`src/hdl/rfa_defines.svh`:
```
// Constants for the radio queue access and status block.
`ifndef RFA_DEFINES_SVH
`define RFA_DEFINES_SVH

`define RFA_ADDR_DATA_PORT 8'hD9
`define RFA_ADDR_IRQ_FLAGS 8'hE9
`define RFA_BIT_THR_IRQ 5
`define RFA_BIT_SFD_IRQ 4
`define RFA_QUEUE_DEPTH 128
`define RFA_THR_WIDTH 7
`define RFA_LEN_MSB 6
`define RFA_DMA_TRIGGER_ID 19
`define RFA_CORR_THR_STANDARD 20
`define RFA_BYTE_ZERO 8'h00
`define RFA_BUF_EMPTY 2'h0
`define RFA_BUF_ONE 2'h1
`define RFA_BUF_FULL 2'h2
`define RFA_LEN_ZERO 7'h00
`define RFA_LEN_ONE 7'h01

`endif

```
`src/hdl/rfa_pkg.sv`:
```
// Types shared by the radio queue access and status block.
package rfa_pkg;

  typedef enum logic [1:0] {
    TX_IDLE = 2'b00,
    TX_LENGTH = 2'b01,
    TX_PAYLOAD = 2'b10
  } rfa_tx_state_type;

  typedef enum logic [1:0] {
    DBG_CCA = 2'b00,
    DBG_THRESHOLD = 2'b01,
    DBG_NOT_EMPTY = 2'b10,
    DBG_FRAME_START = 2'b11
  } rfa_debug_src_type;

endpackage

```
`src/hdl/rfa_queue_mem.sv`:
```
// Byte queue storage with pointers, count and a registered head byte.
`timescale 1ns/10ps
`default_nettype none
`include "rfa_defines.svh"

module rfa_queue_mem #(
  parameter int WIDTH = 8,
  parameter int DEPTH = `RFA_QUEUE_DEPTH,
  parameter int AW = $clog2(DEPTH)
) (
  input wire logic i_ref_clk, // System clock.
  input wire logic i_sys_rst, // Synchronous reset, active high.
  input wire logic i_push, // Store one byte at the tail.
  input wire logic [WIDTH-1:0] i_push_data, // Byte to store.
  input wire logic i_pop, // Drop the head byte.
  input wire logic i_flush, // Empty the queue.
  output logic [AW:0] o_count, // Bytes held.
  output logic [WIDTH-1:0] o_head, // Head byte, registered.
  output logic o_head_ok, // Head byte is current.
  output logic o_full // No room left.
);

  logic [WIDTH-1:0] mem [0:DEPTH-1];
  logic [AW-1:0] wr_ptr;
  logic [AW-1:0] rd_ptr;
  logic do_push;
  logic do_pop;

  assign o_full = (o_count == (AW+1)'(DEPTH));
  assign do_push = i_push && !o_full && !i_flush;
  assign do_pop = i_pop && (o_count != '0) && !i_flush;

  always_ff @(posedge i_ref_clk) begin
    if (do_push) begin
      mem[wr_ptr] <= i_push_data;
    end
  end

  always_ff @(posedge i_ref_clk) begin
    if (i_sys_rst || i_flush) begin
      wr_ptr <= '0;
      rd_ptr <= '0;
      o_count <= '0;
    end else begin
      if (do_push) begin
        wr_ptr <= AW'(wr_ptr + 1'b1);
      end
      if (do_pop) begin
        rd_ptr <= AW'(rd_ptr + 1'b1);
      end
      o_count <= (AW+1)'(o_count + do_push - do_pop);
    end
  end

  // The head register lags a pointer move or a first write by one cycle.
  always_ff @(posedge i_ref_clk) begin
    if (i_sys_rst) begin
      o_head <= '0;
      o_head_ok <= 1'b0;
    end else begin
      o_head <= mem[rd_ptr];
      o_head_ok <= !i_flush && (o_count != '0) && !do_pop;
    end
  end

endmodule
`default_nettype wire

```
`src/hdl/rfa_radio_queue.sv`:
```
// Radio data port, transmit and receive queues, status bits and flags.
`timescale 1ns/10ps
`default_nettype none
`include "rfa_defines.svh"

module rfa_radio_queue #(
  parameter int DEPTH = `RFA_QUEUE_DEPTH,
  parameter int THR_W = `RFA_THR_WIDTH
) (
  input wire logic i_ref_clk, // System clock, 50 MHz.
  input wire logic i_sys_rst, // Synchronous reset, active high.
  input wire logic [7:0] i_sfr_addr, // Special-function register address.
  input wire logic i_sfr_wr, // Register write strobe.
  input wire logic i_sfr_rd, // Register read strobe.
  input wire logic [7:0] i_sfr_wdata, // Register write data.
  output logic [7:0] o_sfr_rdata, // Register read data, one cycle after the strobe.
  input wire logic i_transmit_flush_strobe, // Empty the transmit queue.
  input wire logic i_receive_flush_strobe, // Empty the receive queue.
  input wire logic i_rx_byte_valid, // Demodulator offers a byte.
  input wire logic [7:0] i_rx_byte, // Received byte.
  input wire logic i_rx_frame_last, // Offered byte is the frame's last.
  input wire logic i_rx_sfd_done, // Delimiter fully received.
  input wire logic i_addr_filter_en, // Address filtering enabled.
  input wire logic i_addr_pass, // Current frame passed filtering.
  input wire logic i_addr_fail, // Current frame failed filtering.
  input wire logic [THR_W-1:0] i_rx_threshold_field, // Threshold for the threshold bit.
  input wire logic i_tx_sfd_done, // Delimiter fully sent.
  output logic o_tx_byte_valid, // Byte offered to the modulator.
  output logic [7:0] o_tx_byte, // Byte for the modulator.
  input wire logic i_tx_byte_ready, // Modulator takes the byte.
  input wire logic i_channel_clear_bit, // Channel clear indication.
  input wire logic i_error_irq_enable, // Enables the error interrupt.
  input wire logic [7:0] i_debug_select, // Two select bits per debug pin.
  input wire logic [3:0] i_debug_invert, // Polarity per debug pin.
  output logic o_radio_irq_req, // Radio interrupt request pulse.
  output logic o_radio_error_interrupt, // Error interrupt pulse.
  output logic o_dma_trigger, // Radio DMA trigger pulse.
  output logic [7:0] o_rx_byte_count, // Bytes in the receive queue.
  output logic o_frame_start_status_bit, // Frame in progress.
  output logic o_rx_not_empty_bit, // Receive queue holds data.
  output logic o_rx_threshold_bit, // Receive threshold reached.
  output logic [3:0] o_debug_pins, // Routed status bits.
  output logic o_tx_queue_full // Transmit queue full.
);

  localparam int AW = $clog2(DEPTH);

  // ----------------------------------------------------------------
  // Decoding helpers
  // ----------------------------------------------------------------

  // Picks one status bit for a debug pin.
  function automatic logic rfa_pick(input logic [1:0] sel, input logic [3:0] stat);
    rfa_pkg::rfa_debug_src_type src;
    src = rfa_pkg::rfa_debug_src_type'(sel);
    unique case (src)
      rfa_pkg::DBG_CCA: rfa_pick = stat[0];
      rfa_pkg::DBG_THRESHOLD: rfa_pick = stat[1];
      rfa_pkg::DBG_NOT_EMPTY: rfa_pick = stat[2];
      rfa_pkg::DBG_FRAME_START: rfa_pick = stat[3];
    endcase
  endfunction

  // ----------------------------------------------------------------
  // Register port decode
  // ----------------------------------------------------------------

  logic port_wr;
  logic port_rd;
  logic flags_wr;

  assign port_wr = i_sfr_wr && (i_sfr_addr == `RFA_ADDR_DATA_PORT);
  assign port_rd = i_sfr_rd && (i_sfr_addr == `RFA_ADDR_DATA_PORT);
  assign flags_wr = i_sfr_wr && (i_sfr_addr == `RFA_ADDR_IRQ_FLAGS);

  // ----------------------------------------------------------------
  // Receive queue
  // ----------------------------------------------------------------

  logic [AW:0] rx_count;
  logic [7:0] rx_head;
  logic rx_head_ok;
  logic rx_full;
  logic rx_overflow;
  logic rx_push;
  logic rx_pop;
  logic rx_overflow_event;
  logic rx_last_push;

  // Bytes are refused while the overflow lock stands.
  assign rx_push = i_rx_byte_valid && !rx_overflow && !rx_full;
  assign rx_overflow_event = i_rx_byte_valid && !rx_overflow && rx_full;
  assign rx_pop = port_rd && (rx_count != '0);
  assign rx_last_push = rx_push && i_rx_frame_last;

  rfa_queue_mem #(
    .WIDTH(8),
    .DEPTH(DEPTH),
    .AW(AW)
  ) u_rx_queue (
    .i_ref_clk(i_ref_clk),
    .i_sys_rst(i_sys_rst),
    .i_push(rx_push),
    .i_push_data(i_rx_byte),
    .i_pop(rx_pop),
    .i_flush(i_receive_flush_strobe),
    .o_count(rx_count),
    .o_head(rx_head),
    .o_head_ok(rx_head_ok),
    .o_full(rx_full)
  );

  always_ff @(posedge i_ref_clk) begin
    if (i_sys_rst || i_receive_flush_strobe) begin
      rx_overflow <= 1'b0;
    end else if (rx_overflow_event) begin
      rx_overflow <= 1'b1;
    end
  end

  // ----------------------------------------------------------------
  // Transmit queue and two-entry output buffer
  // ----------------------------------------------------------------

  logic [AW:0] tx_count;
  logic [7:0] tx_head;
  logic tx_head_ok;
  logic tx_full;
  logic tx_pop;
  logic [7:0] buf_first;
  logic [7:0] buf_second;
  logic [1:0] buf_cnt;
  logic buf_in_ready;
  logic out_fire;

  assign buf_in_ready = (buf_cnt != `RFA_BUF_FULL);
  assign tx_pop = tx_head_ok && buf_in_ready && !i_transmit_flush_strobe;
  assign o_tx_byte_valid = (buf_cnt != `RFA_BUF_EMPTY);
  assign o_tx_byte = buf_first;
  assign out_fire = o_tx_byte_valid && i_tx_byte_ready;
  assign o_tx_queue_full = tx_full;

  // A full queue ignores the push inside the storage module.
  rfa_queue_mem #(
    .WIDTH(8),
    .DEPTH(DEPTH),
    .AW(AW)
  ) u_tx_queue (
    .i_ref_clk(i_ref_clk),
    .i_sys_rst(i_sys_rst),
    .i_push(port_wr),
    .i_push_data(i_sfr_wdata),
    .i_pop(tx_pop),
    .i_flush(i_transmit_flush_strobe),
    .o_count(tx_count),
    .o_head(tx_head),
    .o_head_ok(tx_head_ok),
    .o_full(tx_full)
  );

  // The buffer absorbs a modulator stall without losing a fetched byte.
  always_ff @(posedge i_ref_clk) begin
    if (i_sys_rst || i_transmit_flush_strobe) begin
      buf_cnt <= `RFA_BUF_EMPTY;
      buf_first <= `RFA_BYTE_ZERO;
      buf_second <= `RFA_BYTE_ZERO;
    end else begin
      unique case ({tx_pop, out_fire})
        2'b10: begin
          if (buf_cnt == `RFA_BUF_EMPTY) begin
            buf_first <= tx_head;
          end else begin
            buf_second <= tx_head;
          end
          buf_cnt <= 2'(buf_cnt + 1'b1);
        end
        2'b01: begin
          buf_first <= buf_second;
          buf_cnt <= 2'(buf_cnt - 1'b1);
        end
        2'b11: begin
          if (buf_cnt == `RFA_BUF_ONE) begin
            buf_first <= tx_head;
          end else begin
            buf_first <= buf_second;
            buf_second <= tx_head;
          end
        end
        2'b00: begin
        end
      endcase
    end
  end

  // ----------------------------------------------------------------
  // Transmit frame tracking
  // ----------------------------------------------------------------

  rfa_pkg::rfa_tx_state_type tx_state;
  logic [`RFA_LEN_MSB:0] tx_remaining;
  logic tx_end;
  logic tx_underflow;

  assign tx_end = out_fire && (((tx_state == rfa_pkg::TX_LENGTH) &&
    (o_tx_byte[`RFA_LEN_MSB:0] == `RFA_LEN_ZERO)) ||
    ((tx_state == rfa_pkg::TX_PAYLOAD) && (tx_remaining == `RFA_LEN_ONE)));
  assign tx_underflow = (tx_state != rfa_pkg::TX_IDLE) && i_tx_byte_ready &&
    !o_tx_byte_valid && (tx_count == '0);

  always_ff @(posedge i_ref_clk) begin
    if (i_sys_rst) begin
      tx_state <= rfa_pkg::TX_IDLE;
      tx_remaining <= `RFA_LEN_ZERO;
    end else if (i_tx_sfd_done) begin
      tx_state <= rfa_pkg::TX_LENGTH;
    end else if (tx_end || tx_underflow) begin
      tx_state <= rfa_pkg::TX_IDLE;
    end else if (out_fire && (tx_state == rfa_pkg::TX_LENGTH)) begin
      tx_remaining <= o_tx_byte[`RFA_LEN_MSB:0];
      tx_state <= rfa_pkg::TX_PAYLOAD;
    end else if (out_fire && (tx_state == rfa_pkg::TX_PAYLOAD)) begin
      tx_remaining <= (`RFA_LEN_MSB+1)'(tx_remaining - 1'b1);
    end
  end

  // ----------------------------------------------------------------
  // Frame-start status and receive frame tracking
  // ----------------------------------------------------------------

  logic rx_in_frame;
  logic addr_passed;
  logic fs_clear;

  // A flush during overflow only lifts the lock, so a second is needed.
  assign fs_clear = rx_last_push || i_addr_fail || tx_end || tx_underflow ||
    (i_receive_flush_strobe && !rx_overflow);

  always_ff @(posedge i_ref_clk) begin
    if (i_sys_rst) begin
      o_frame_start_status_bit <= 1'b0;
    end else if (i_rx_sfd_done || i_tx_sfd_done) begin
      o_frame_start_status_bit <= 1'b1;
    end else if (fs_clear) begin
      o_frame_start_status_bit <= 1'b0;
    end
  end

  always_ff @(posedge i_ref_clk) begin
    if (i_sys_rst) begin
      rx_in_frame <= 1'b0;
    end else if (i_rx_sfd_done) begin
      rx_in_frame <= 1'b1;
    end else if (rx_last_push || i_addr_fail || i_receive_flush_strobe || rx_overflow_event) begin
      rx_in_frame <= 1'b0;
    end
  end

  always_ff @(posedge i_ref_clk) begin
    if (i_sys_rst || i_rx_sfd_done) begin
      addr_passed <= 1'b0;
    end else if (i_addr_pass) begin
      addr_passed <= 1'b1;
    end
  end

  // ----------------------------------------------------------------
  // Receive status bits
  // ----------------------------------------------------------------

  logic rx_last_flag;
  logic thr_gate;
  logic next_rx_threshold_bit;
  logic next_rx_not_empty_bit;

  // The final byte of a frame holds the threshold bit up until one read.
  always_ff @(posedge i_ref_clk) begin
    if (i_sys_rst || i_receive_flush_strobe) begin
      rx_last_flag <= 1'b0;
    end else if (rx_last_push) begin
      rx_last_flag <= 1'b1;
    end else if (rx_pop) begin
      rx_last_flag <= 1'b0;
    end
  end

  assign thr_gate = i_addr_filter_en && rx_in_frame && !addr_passed;
  assign next_rx_threshold_bit = rx_overflow ||
    rx_last_flag ||
    (!thr_gate && (rx_count > (AW+1)'(i_rx_threshold_field)));
  assign next_rx_not_empty_bit = !rx_overflow && (rx_count != '0);

  always_ff @(posedge i_ref_clk) begin
    if (i_sys_rst) begin
      o_rx_threshold_bit <= 1'b0;
      o_rx_not_empty_bit <= 1'b0;
      o_rx_byte_count <= `RFA_BYTE_ZERO;
    end else begin
      o_rx_threshold_bit <= next_rx_threshold_bit;
      o_rx_not_empty_bit <= next_rx_not_empty_bit;
      o_rx_byte_count <= 8'(rx_count);
    end
  end

  // ----------------------------------------------------------------
  // DMA trigger, interrupt flags and requests
  // ----------------------------------------------------------------

  logic irq_sfd_flag;
  logic irq_thr_flag;
  logic thr_rise;

  assign thr_rise = next_rx_threshold_bit && !o_rx_threshold_bit;

  always_ff @(posedge i_ref_clk) begin
    if (i_sys_rst || i_receive_flush_strobe) begin
      o_dma_trigger <= 1'b0;
    end else begin
      o_dma_trigger <= (rx_push && (rx_count == '0)) ||
        (rx_pop && (rx_count > (AW+1)'(1)));
    end
  end

  // Written zero clears a flag, written one keeps it, and a new event wins.
  always_ff @(posedge i_ref_clk) begin
    if (i_sys_rst) begin
      irq_sfd_flag <= 1'b0;
      irq_thr_flag <= 1'b0;
    end else begin
      irq_sfd_flag <= i_rx_sfd_done || i_tx_sfd_done ||
        (irq_sfd_flag && !(flags_wr && !i_sfr_wdata[`RFA_BIT_SFD_IRQ]));
      irq_thr_flag <= thr_rise ||
        (irq_thr_flag && !(flags_wr && !i_sfr_wdata[`RFA_BIT_THR_IRQ]));
    end
  end

  always_ff @(posedge i_ref_clk) begin
    if (i_sys_rst) begin
      o_radio_irq_req <= 1'b0;
      o_radio_error_interrupt <= 1'b0;
    end else begin
      o_radio_irq_req <= i_rx_sfd_done || i_tx_sfd_done || thr_rise;
      o_radio_error_interrupt <= i_error_irq_enable &&
        (rx_overflow_event || tx_underflow);
    end
  end

  // ----------------------------------------------------------------
  // Register read data
  // ----------------------------------------------------------------

  logic [7:0] flags_view;

  always_comb begin
    flags_view = `RFA_BYTE_ZERO;
    flags_view[`RFA_BIT_SFD_IRQ] = irq_sfd_flag;
    flags_view[`RFA_BIT_THR_IRQ] = irq_thr_flag;
  end

  always_ff @(posedge i_ref_clk) begin
    if (i_sys_rst) begin
      o_sfr_rdata <= `RFA_BYTE_ZERO;
    end else if (port_rd) begin
      o_sfr_rdata <= (rx_count != '0) ? rx_head : `RFA_BYTE_ZERO;
    end else if (i_sfr_rd && (i_sfr_addr == `RFA_ADDR_IRQ_FLAGS)) begin
      o_sfr_rdata <= flags_view;
    end else if (i_sfr_rd) begin
      o_sfr_rdata <= `RFA_BYTE_ZERO;
    end
  end

  // ----------------------------------------------------------------
  // Debug pin routing
  // ----------------------------------------------------------------

  logic [3:0] dbg_status;

  assign dbg_status = {o_frame_start_status_bit, o_rx_not_empty_bit,
    o_rx_threshold_bit, i_channel_clear_bit};

  for (genvar p = 0; p < 4; p++) begin : g_debug
    always_ff @(posedge i_ref_clk) begin
      if (i_sys_rst) begin
        o_debug_pins[p] <= 1'b0;
      end else begin
        o_debug_pins[p] <= rfa_pick(i_debug_select[2*p+1:2*p], dbg_status) ^
          i_debug_invert[p];
      end
    end
  end

endmodule
`default_nettype wire

```
`config.mk`:
```
export PLATFORM = sky130hd
export DESIGN_NAME = rfa_radio_queue
export DESIGN_NICKNAME = d
export VERILOG_FILES = /design/src/hdl/rfa_pkg.sv /design/src/hdl/rfa_queue_mem.sv /design/src/hdl/rfa_radio_queue.sv
export VERILOG_INCLUDE_DIRS = /design/src /design/src/hdl
export SDC_FILE = /design/constraint.sdc
export NUM_CORES = 2
export LEC_CHECK = 0
export BUFFER_PORTS_ARGS = -buffer_cell sky130_fd_sc_hd__buf_2
export CAP_MARGIN = 20
export CORE_MARGIN = 10
export CORE_UTILIZATION = 57
export CTS_CLUSTER_DIAMETER = 80
export CTS_CLUSTER_SIZE = 16
export DETAILED_ROUTE_END_ITERATION = 6
export PLACE_DENSITY = 0.75
export SYNTH_ARGS = -nofsm -noshare
export SYNTH_HDL_FRONTEND = slang
export SYNTH_SLANG_ARGS = --single-unit
```
`constraint.sdc`:
```
create_clock -name i_ref_clk -period 3.3 [get_ports i_ref_clk]
set_input_delay 0.165 -clock i_ref_clk [delete_from_list [all_inputs] [get_ports i_ref_clk]]
set_output_delay 0.165 -clock i_ref_clk [all_outputs]
set_load 0.02 [all_outputs]
```
# Word level (Yosys, flattened, before mapping)
# Memory sizes are Yosys's and may differ from the RTL's. A register that Yosys moved wholly into a read port is not among the register bits.
# Cells that the tools add are included.
op_classes:
  mux: 34
  bitwise_logic: 6
  eq_ne: 27
  n_lt_le_gt_ge: 2
  add_sub_neg: 11
  reduce_logical: 101
ops:
  columns: ["cell", "count"]
  rows:
  - ["8-bit two-way mux", 8]
  - ["1-bit logical AND", 43]
  - ["8-bit equality test (second input constant)", 4]
  - ["7-bit by 1-bit adder with 7-bit output (second input constant)", 4]
  - ["8-bit one-hot mux with 3 select lines", 1]
  - ["2-bit equality test (second input constant)", 11]
  - ["1-bit logical OR", 19]
  - ["1-bit two-way mux", 17]
  - ["8-bit by 1-bit adder with 8-bit output", 2]
  - ["8-bit zero test", 2]
  - ["1-bit one-hot mux with 4 select lines", 4]
  - ["8-bit one-hot mux with 2 select lines", 1]
  - ["2-bit nonzero test", 8]
  - ["8-bit nonzero test", 2]
  - ["8-bit by 1-bit subtractor with 8-bit output", 2]
  - ["2-bit by 1-bit equality test with 1-bit output (second input constant)", 7]
  - ["1-bit zero test", 14]
  - ["7-bit two-way mux", 2]
  - ["2-bit zero test", 5]
  - ["3-bit nonzero test", 3]
  - ["8-bit by 1-bit > comparator with 1-bit output (second input constant)", 1]
  - ["8-bit by 7-bit > comparator with 1-bit output", 1]
  - ["2-bit != test (second input constant)", 4]
  - ["7-bit by 1-bit equality test with 1-bit output (second input constant)", 1]
  - ["other kinds (10)", 15]
totals:
  in_bits: 59
  memories: 2
  output_inout_bits: 36
  ram_bits: 2048
  regBits: 104
memory_table:
  columns: ["name", "words", "width", "read_ports", "rd_clocked_by_memory_dff", "write_ports", "line_no", "rtl"]
  rows:
  - ["u_rx_queue.mem", 128, 8, 1, 1, 1, "rfa_queue_mem.sv:23", "logic [WIDTH-1:0] mem [0:DEPTH-1];"]
  - ["u_tx_queue.mem", 128, 8, 1, 1, 1, "rfa_queue_mem.sv:23", null]

# Depth between registers and ports, before layout
logic_depth:
  ltp_word: 10
  depth_mapped: 18

# By module
# From an unflattened synthesis, not the netlist that was laid out.
hier_totals:
  hier_cells: 4472
  area_unflattened_um2: 86015.0
modules_own_cells:
  columns: ["mod", "seq_area_each_um2", "instances", "cells_each", "area_each_um2"]
  rows:
  - ["rfa_queue_mem (u_tx_queue)", 31370.1, 1, 2087, 41596.1]
  - ["rfa_queue_mem (u_rx_queue)", 31370.1, 1, 2060, 41513.6]
  - ["rfa_radio_queue", 1181.1, 1, 325, 2905.3]

# Worst setup path before layout
# No wires, ideal clock.
synth_path:
  kind: "register -> register"
  from: "reg u_rx_queue.o_count[4]"
  to: "reg u_rx_queue.o_count[6]"
  path_slack_ps: 175
  stages_incl_launch_ff: 19
  period_less_slack_ps: 3125
  arrival_ps: 2998
  setup_time_ps: 128
  cell_sequence: "dfxtp_1 > inv_1 > ha_1 > and2_1 > nand2_1 > nor3_1 > nor3_1 > ha_1 > inv_1 > ha_1 > inv_1 > fa_1 > nand2b_1 > a21oi_1 > o21ai_0 > a21oi_1 > nor2_1 > xor2_1 > nor2_1"
synth_between:
  elab_cells_between_ends: 11
  cone_classes: "add/sub (2); eq/ne (1); reduce/logical (8)"
synth_lines:
  columns: ["element", "line_no", "rtl"]
  rows:
  - ["start: declaration", "rfa_queue_mem.sv:17", "output logic [AW:0] o_count,"]
  - ["start signal: assignment", "rfa_queue_mem.sv:51", "o_count <= (AW+1)'(o_count + do_push - do_pop);"]
  - ["8-bit nonzero test *", "rfa_queue_mem.sv:31, rfa_radio_queue.sv:93", null]
  - ["1-bit logical AND", "rfa_radio_queue.sv:93", "assign rx_pop = port_rd && (rx_count != '0);"]
  - ["1-bit logical AND * (2 in a row)", "rfa_queue_mem.sv:31", "assign do_pop = i_pop && (o_count != '0) && !i_flush;"]
  - ["named net u_rx_queue.do_pop", "rfa_queue_mem.sv:27", "logic do_pop;"]
  - ["8-bit by 1-bit subtractor with 8-bit output *", "rfa_queue_mem.sv:51", null]
# Mark *: on every way through the listed nets, which the timed path passes. The rest lies on a longest branch.
# A chain may end at the register's enable or synchronous reset.

# Worst setup path in the final report
layout_path:
  from: "reg u_tx_queue.o_count[2]"
  to: "mem u_tx_queue.mem[31][6] (enable)"
layout_between:
  elab_chain_cells: 6
layout_rtl:
  columns: ["element", "line_no", "rtl"]
  rows:
  - ["start: declaration", "rfa_queue_mem.sv:17", null]
  - ["start signal: assignment", "rfa_queue_mem.sv:51", null]
  - ["8-bit equality test", "rfa_queue_mem.sv:29", "assign o_full = (o_count == (AW+1)'(DEPTH));"]
  - ["1-bit zero test", "rfa_queue_mem.sv:30", "assign do_push = i_push && !o_full && !i_flush;"]
  - ["1-bit logical AND (2 in a row)", "rfa_queue_mem.sv:30", null]
  - ["1-bit two-way mux", "rfa_queue_mem.sv:34", "if (do_push) begin"]
  - ["1-bit two-way mux (implied by the code)", "rfa_queue_mem.sv:35", "mem[wr_ptr] <= i_push_data;"]
  - ["end: declaration", "rfa_queue_mem.sv:23", null]
# Every way passes these cells.

==> flow_metrics.py <==
metrics = {
    "setup_path": {
        "rr_startpoint": "u_tx_queue.o_count[2]",
        "crit_arrival_ns": 3.62,
        "crit_required_ns": 3.78,
        "crit_type": "reg2reg",
        "worstPathCellList": "inv_1 -> ha_1 -> nor4bb_4 -> buf_4 -> nand2_1 -> and4b_1 -> buf_4 -> nand4_1 -> buf_12 -> nand2b_1 -> nor3_1 -> buf_4",
        "ff2ff_setup_slack_ns": 0.16,
        "cp_num_buf_inv": 5,
        "slowest_delay_ns": 0.36,
        "crit_family": "simple AND/OR/NAND/NOR gates",
        "crit_top_cell": "buf_4",
        "reg2reg_depth": 12,
        "crit_slowest_cell": "dfxtp_1",
        "crit_cells": 12,
        "critPathCaptureType": "register",
        "crit_fanout": 14,
        "cp-endpoint": "u_tx_queue.mem[31][6]",
        "crit_start": "u_tx_queue.o_count[2]",
        "startpoint_type": "register",
        "critical_path.reg2reg.endpoint": "u_tx_queue.mem[31][6]",
    },
    "placement": {
        "port_buffers": 94,
        "dp_hpwl_mm": 125.7,
        "place_congestion": 0.8890,
        "dp_slack_ns": 0.02748,
    },
    "drt": {
        "drc": 0,
        "totalWireLength_mm": 200.2,
        "vias": 44660,
        "drt-initial-drc-count": 5897,
        "routedWlPerCell_um": 29.09,
        "vias_per_cell": 6.489,
        "drtPass1Iterations": 6,
        "drtAntennaViolNets": 0,
    },
    "synthesis": {
        "syn_inst": 4367,
        "ys.flop_type": "edfxtp_1",
        "syn_avg_cell_area_um2": 19.53,
        "synth_nets": 4473,
        "ys_types": 77,
        "ys_ff_latch": 2168,
        "async_flop_share_pct": 0,
        "syn-cell-area_um2": 85280,
        "synth-edff-count": 2048,
        "ys_seq_area_share_pct": 74.93,
        "yosysWarnings": 0,
    },
    "floorplan": {
        "die_h_um": 406.8,
        "die_w_um": 406.8,
        "rows": 141,
        "design.core.area_um2": 148200,
        "io_pins": 95,
        "initial_core_util_pct": 57.55,
        "die_area_um2": 165500,
    },
    "cells_and_area": {
        "final_util_pct": 64.46,
        "biggestRegsByFlops": "u_rx_queue.mem (1024), u_tx_queue.mem (1024)",
        "antennaDiodeCount": 0,
        "multi_input_area_um2": 19810,
        "final_nets": 4986,
        "drive_gt1_share_pct": 25.06,
        "fillers": 9630,
        "regArea_um2": 63930,
        "area_delta_synth_final_pct": 12.01,
    },
    "power": {
        "ir_drop_v": 0.0005297,
        "power_w": 0.04855,
        "p_per_area_nw_per_um2": 508.2,
        "p_leak_nw": 29.63,
    },
    "cts": {
        "cts-root-buf": "clkbuf_16",
        "cts_htree_levels": 4,
        "tritoncts": "built",
        "clock-sinks": 2168,
        "cts_buffers": 153,
        "path_clk_slew_ns": 0.07,
        "clock_latency_ns": 0.81,
        "cts_buffer_depth": 3,
    },
    "grt": {
        "grt_usage_pct": 24.18,
        "grt_max_degree": 124,
        "grt_pass1_wl_mm": 296.8,
        "overflow": 0,
        "grt_pass1_vias": 44230,
        "antenna_found_initial": 2,
    },
    "run": {
        "maxCapViolCount": 0,
    },
    "sta": {
        "setup_violations": 0,
        "fin_skew_ns": 0.03308,
        "fmax_ghz": 0.3185,
        "slew_headroom_pct": 36.92,
        "period_needed_ns": 3.140,
        "post-route-period-util_pct": 95.15,
        "final.setup.worst_slack_ns": 0.1599,
        "slew_viol_final": 0,
        "hold_viol": 0,
        "worst_pin_slew_ns": 0.9399,
    },
    "min_path": {
        "hp-class": "in2reg",
        "holdCritStartpoint": "i_sfr_wdata[5]",
    },
    "outcome": {
        "status": "completed",
    },
}
## layout by cell type (no fill, tap or decap), drive strengths merged, types with 8 or more instances in the layout
master       Yosys  routed
dfxtp          120     120
dlygate4sd3      0      44
nor3            25      25
nor2           403     403
nand3b           8       8
xnor2           13      13
nand2           88      88
buf            147     549
edfxtp        2048    2048
and2            15      15
o22ai           46      46
a21oi           87      87
o21a             9       9
and3            12      12
nand3           45      45
a221oi          31      31
xor2            25      25
clkbuf          88     214
mux2i          225     225
ha              45      45
nand2b          14      14
a211oi          52      52
a22oi          106     106
inv             53      61
mux2            21      21
o21ai           61      61
nor2b           35      35
mux4           458     458
nand4            8       8
## worst min-delay path by stage
stage	slack, ns	to	cells past startpoint
finish	0.03	u_tx_queue.mem[18][5]	1
floorplan	0.24	tx_state[1]	1
global placement	0.40	addr_passed	2
CTS	0.02	o_rx_threshold_bit	6
detailed placement	0.41	addr_passed	2
global route	0.05	u_tx_queue.mem[23][5]	1
## stage by stage
step | cells | TNS, ns | area (µm²) | hold WS, ns
final | 6882 | 0 | 95520 | 0.02624
after global placement | 6607 | 0 | 90640 | 0.4009
after global routing | 6882 | -0.005201 | 95520 | 0.05188
after CTS | 6875 | 0 | 95360 | 0.01948
after detailed placement | 6607 | 0 | 90640 | 0.4092
after floorplan | 4367 | 0 | 85280 | 0.2417
## metal layers
metal | up-vias | GRT usage, % | wire, µm
li1 | 18680 | - | -
met1 | 23220 | 35.11 | 79100
met2 | 2416 | 37.33 | 95000
met3 | 335 | 5.519 | 20980
met4 | 2 | 6.573 | 5132
met5 | - | 0 | 12
## Yosys cell counts, types with 25 or more instances
master,number,area share [%]
edfxtp_1,2048,72
mux4_2,457,12
nor2_1,403,1.8
mux2i_1,225,2.6
dfxtp_1,120,2.8
a22oi_1,106,0.93
clkbuf_1,88,0.39
nand2_1,88,0.39
a21oi_1,87,0.51
buf_2,72,0.42
inv_1,53,0.23
o21ai_0,52,0.31
a211oi_1,49,0.43
o22ai_1,46,0.34
ha_1,45,0.66
nand3_1,43,0.25
nor2b_1,35,0.26
buf_4,33,0.29
buf_6,27,0.36
a221oi_1,26,0.27
nor3_1,25,0.15
xor2_1,25,0.26
## power breakdown
| group | switching (W) | leakage [nW] | internal [W] | total [W] |
|---|---|---|---|---|
| Clock | 0.00889 | 2.08 | 0.00871 | 0.0176 |
| Combinational | 0.000644 | 8.16 | 0.000218 | 0.000862 |
| Sequential | 0.0000283 | 19.4 | 0.0301 | 0.0301 |
## logic make-up after synthesis
| kind of cell | Yosys count | share of synthesized area [%] |
|---|---|---|
| AND/OR/NAND/NOR | 682 | 3.543 |
| buffers and inverters | 289 | 1.888 |
| AO/OA/AOI/OAI | 439 | 3.523 |
| flip-flops | 2168 | 74.93 |
| multiplexers | 704 | 15.02 |
| adder cells (fa/ha/maj) | 47 | 0.7072 |
| XOR/XNOR | 38 | 0.3903 |
## final cells by class
type	instances	area share [%]
tap	1930	2.528
sequential	2168	66.93
clock inverter	13	0.2096
multi-input combinational	1910	20.74
clock buffer	214	4.303
timing repair buffer	593	5.080
inverter	54	0.2122
## what timing repair did
action | in CTS | in global routing
hold buffers | 41 | 3
endpoints found under the setup margin | 0 | 2
resized for setup | 0 | 16
buffers inserted | 0 | 1
endpoints found under the hold margin | 572 | 96
No activity file was read; power rests on OpenSTA's default activity.
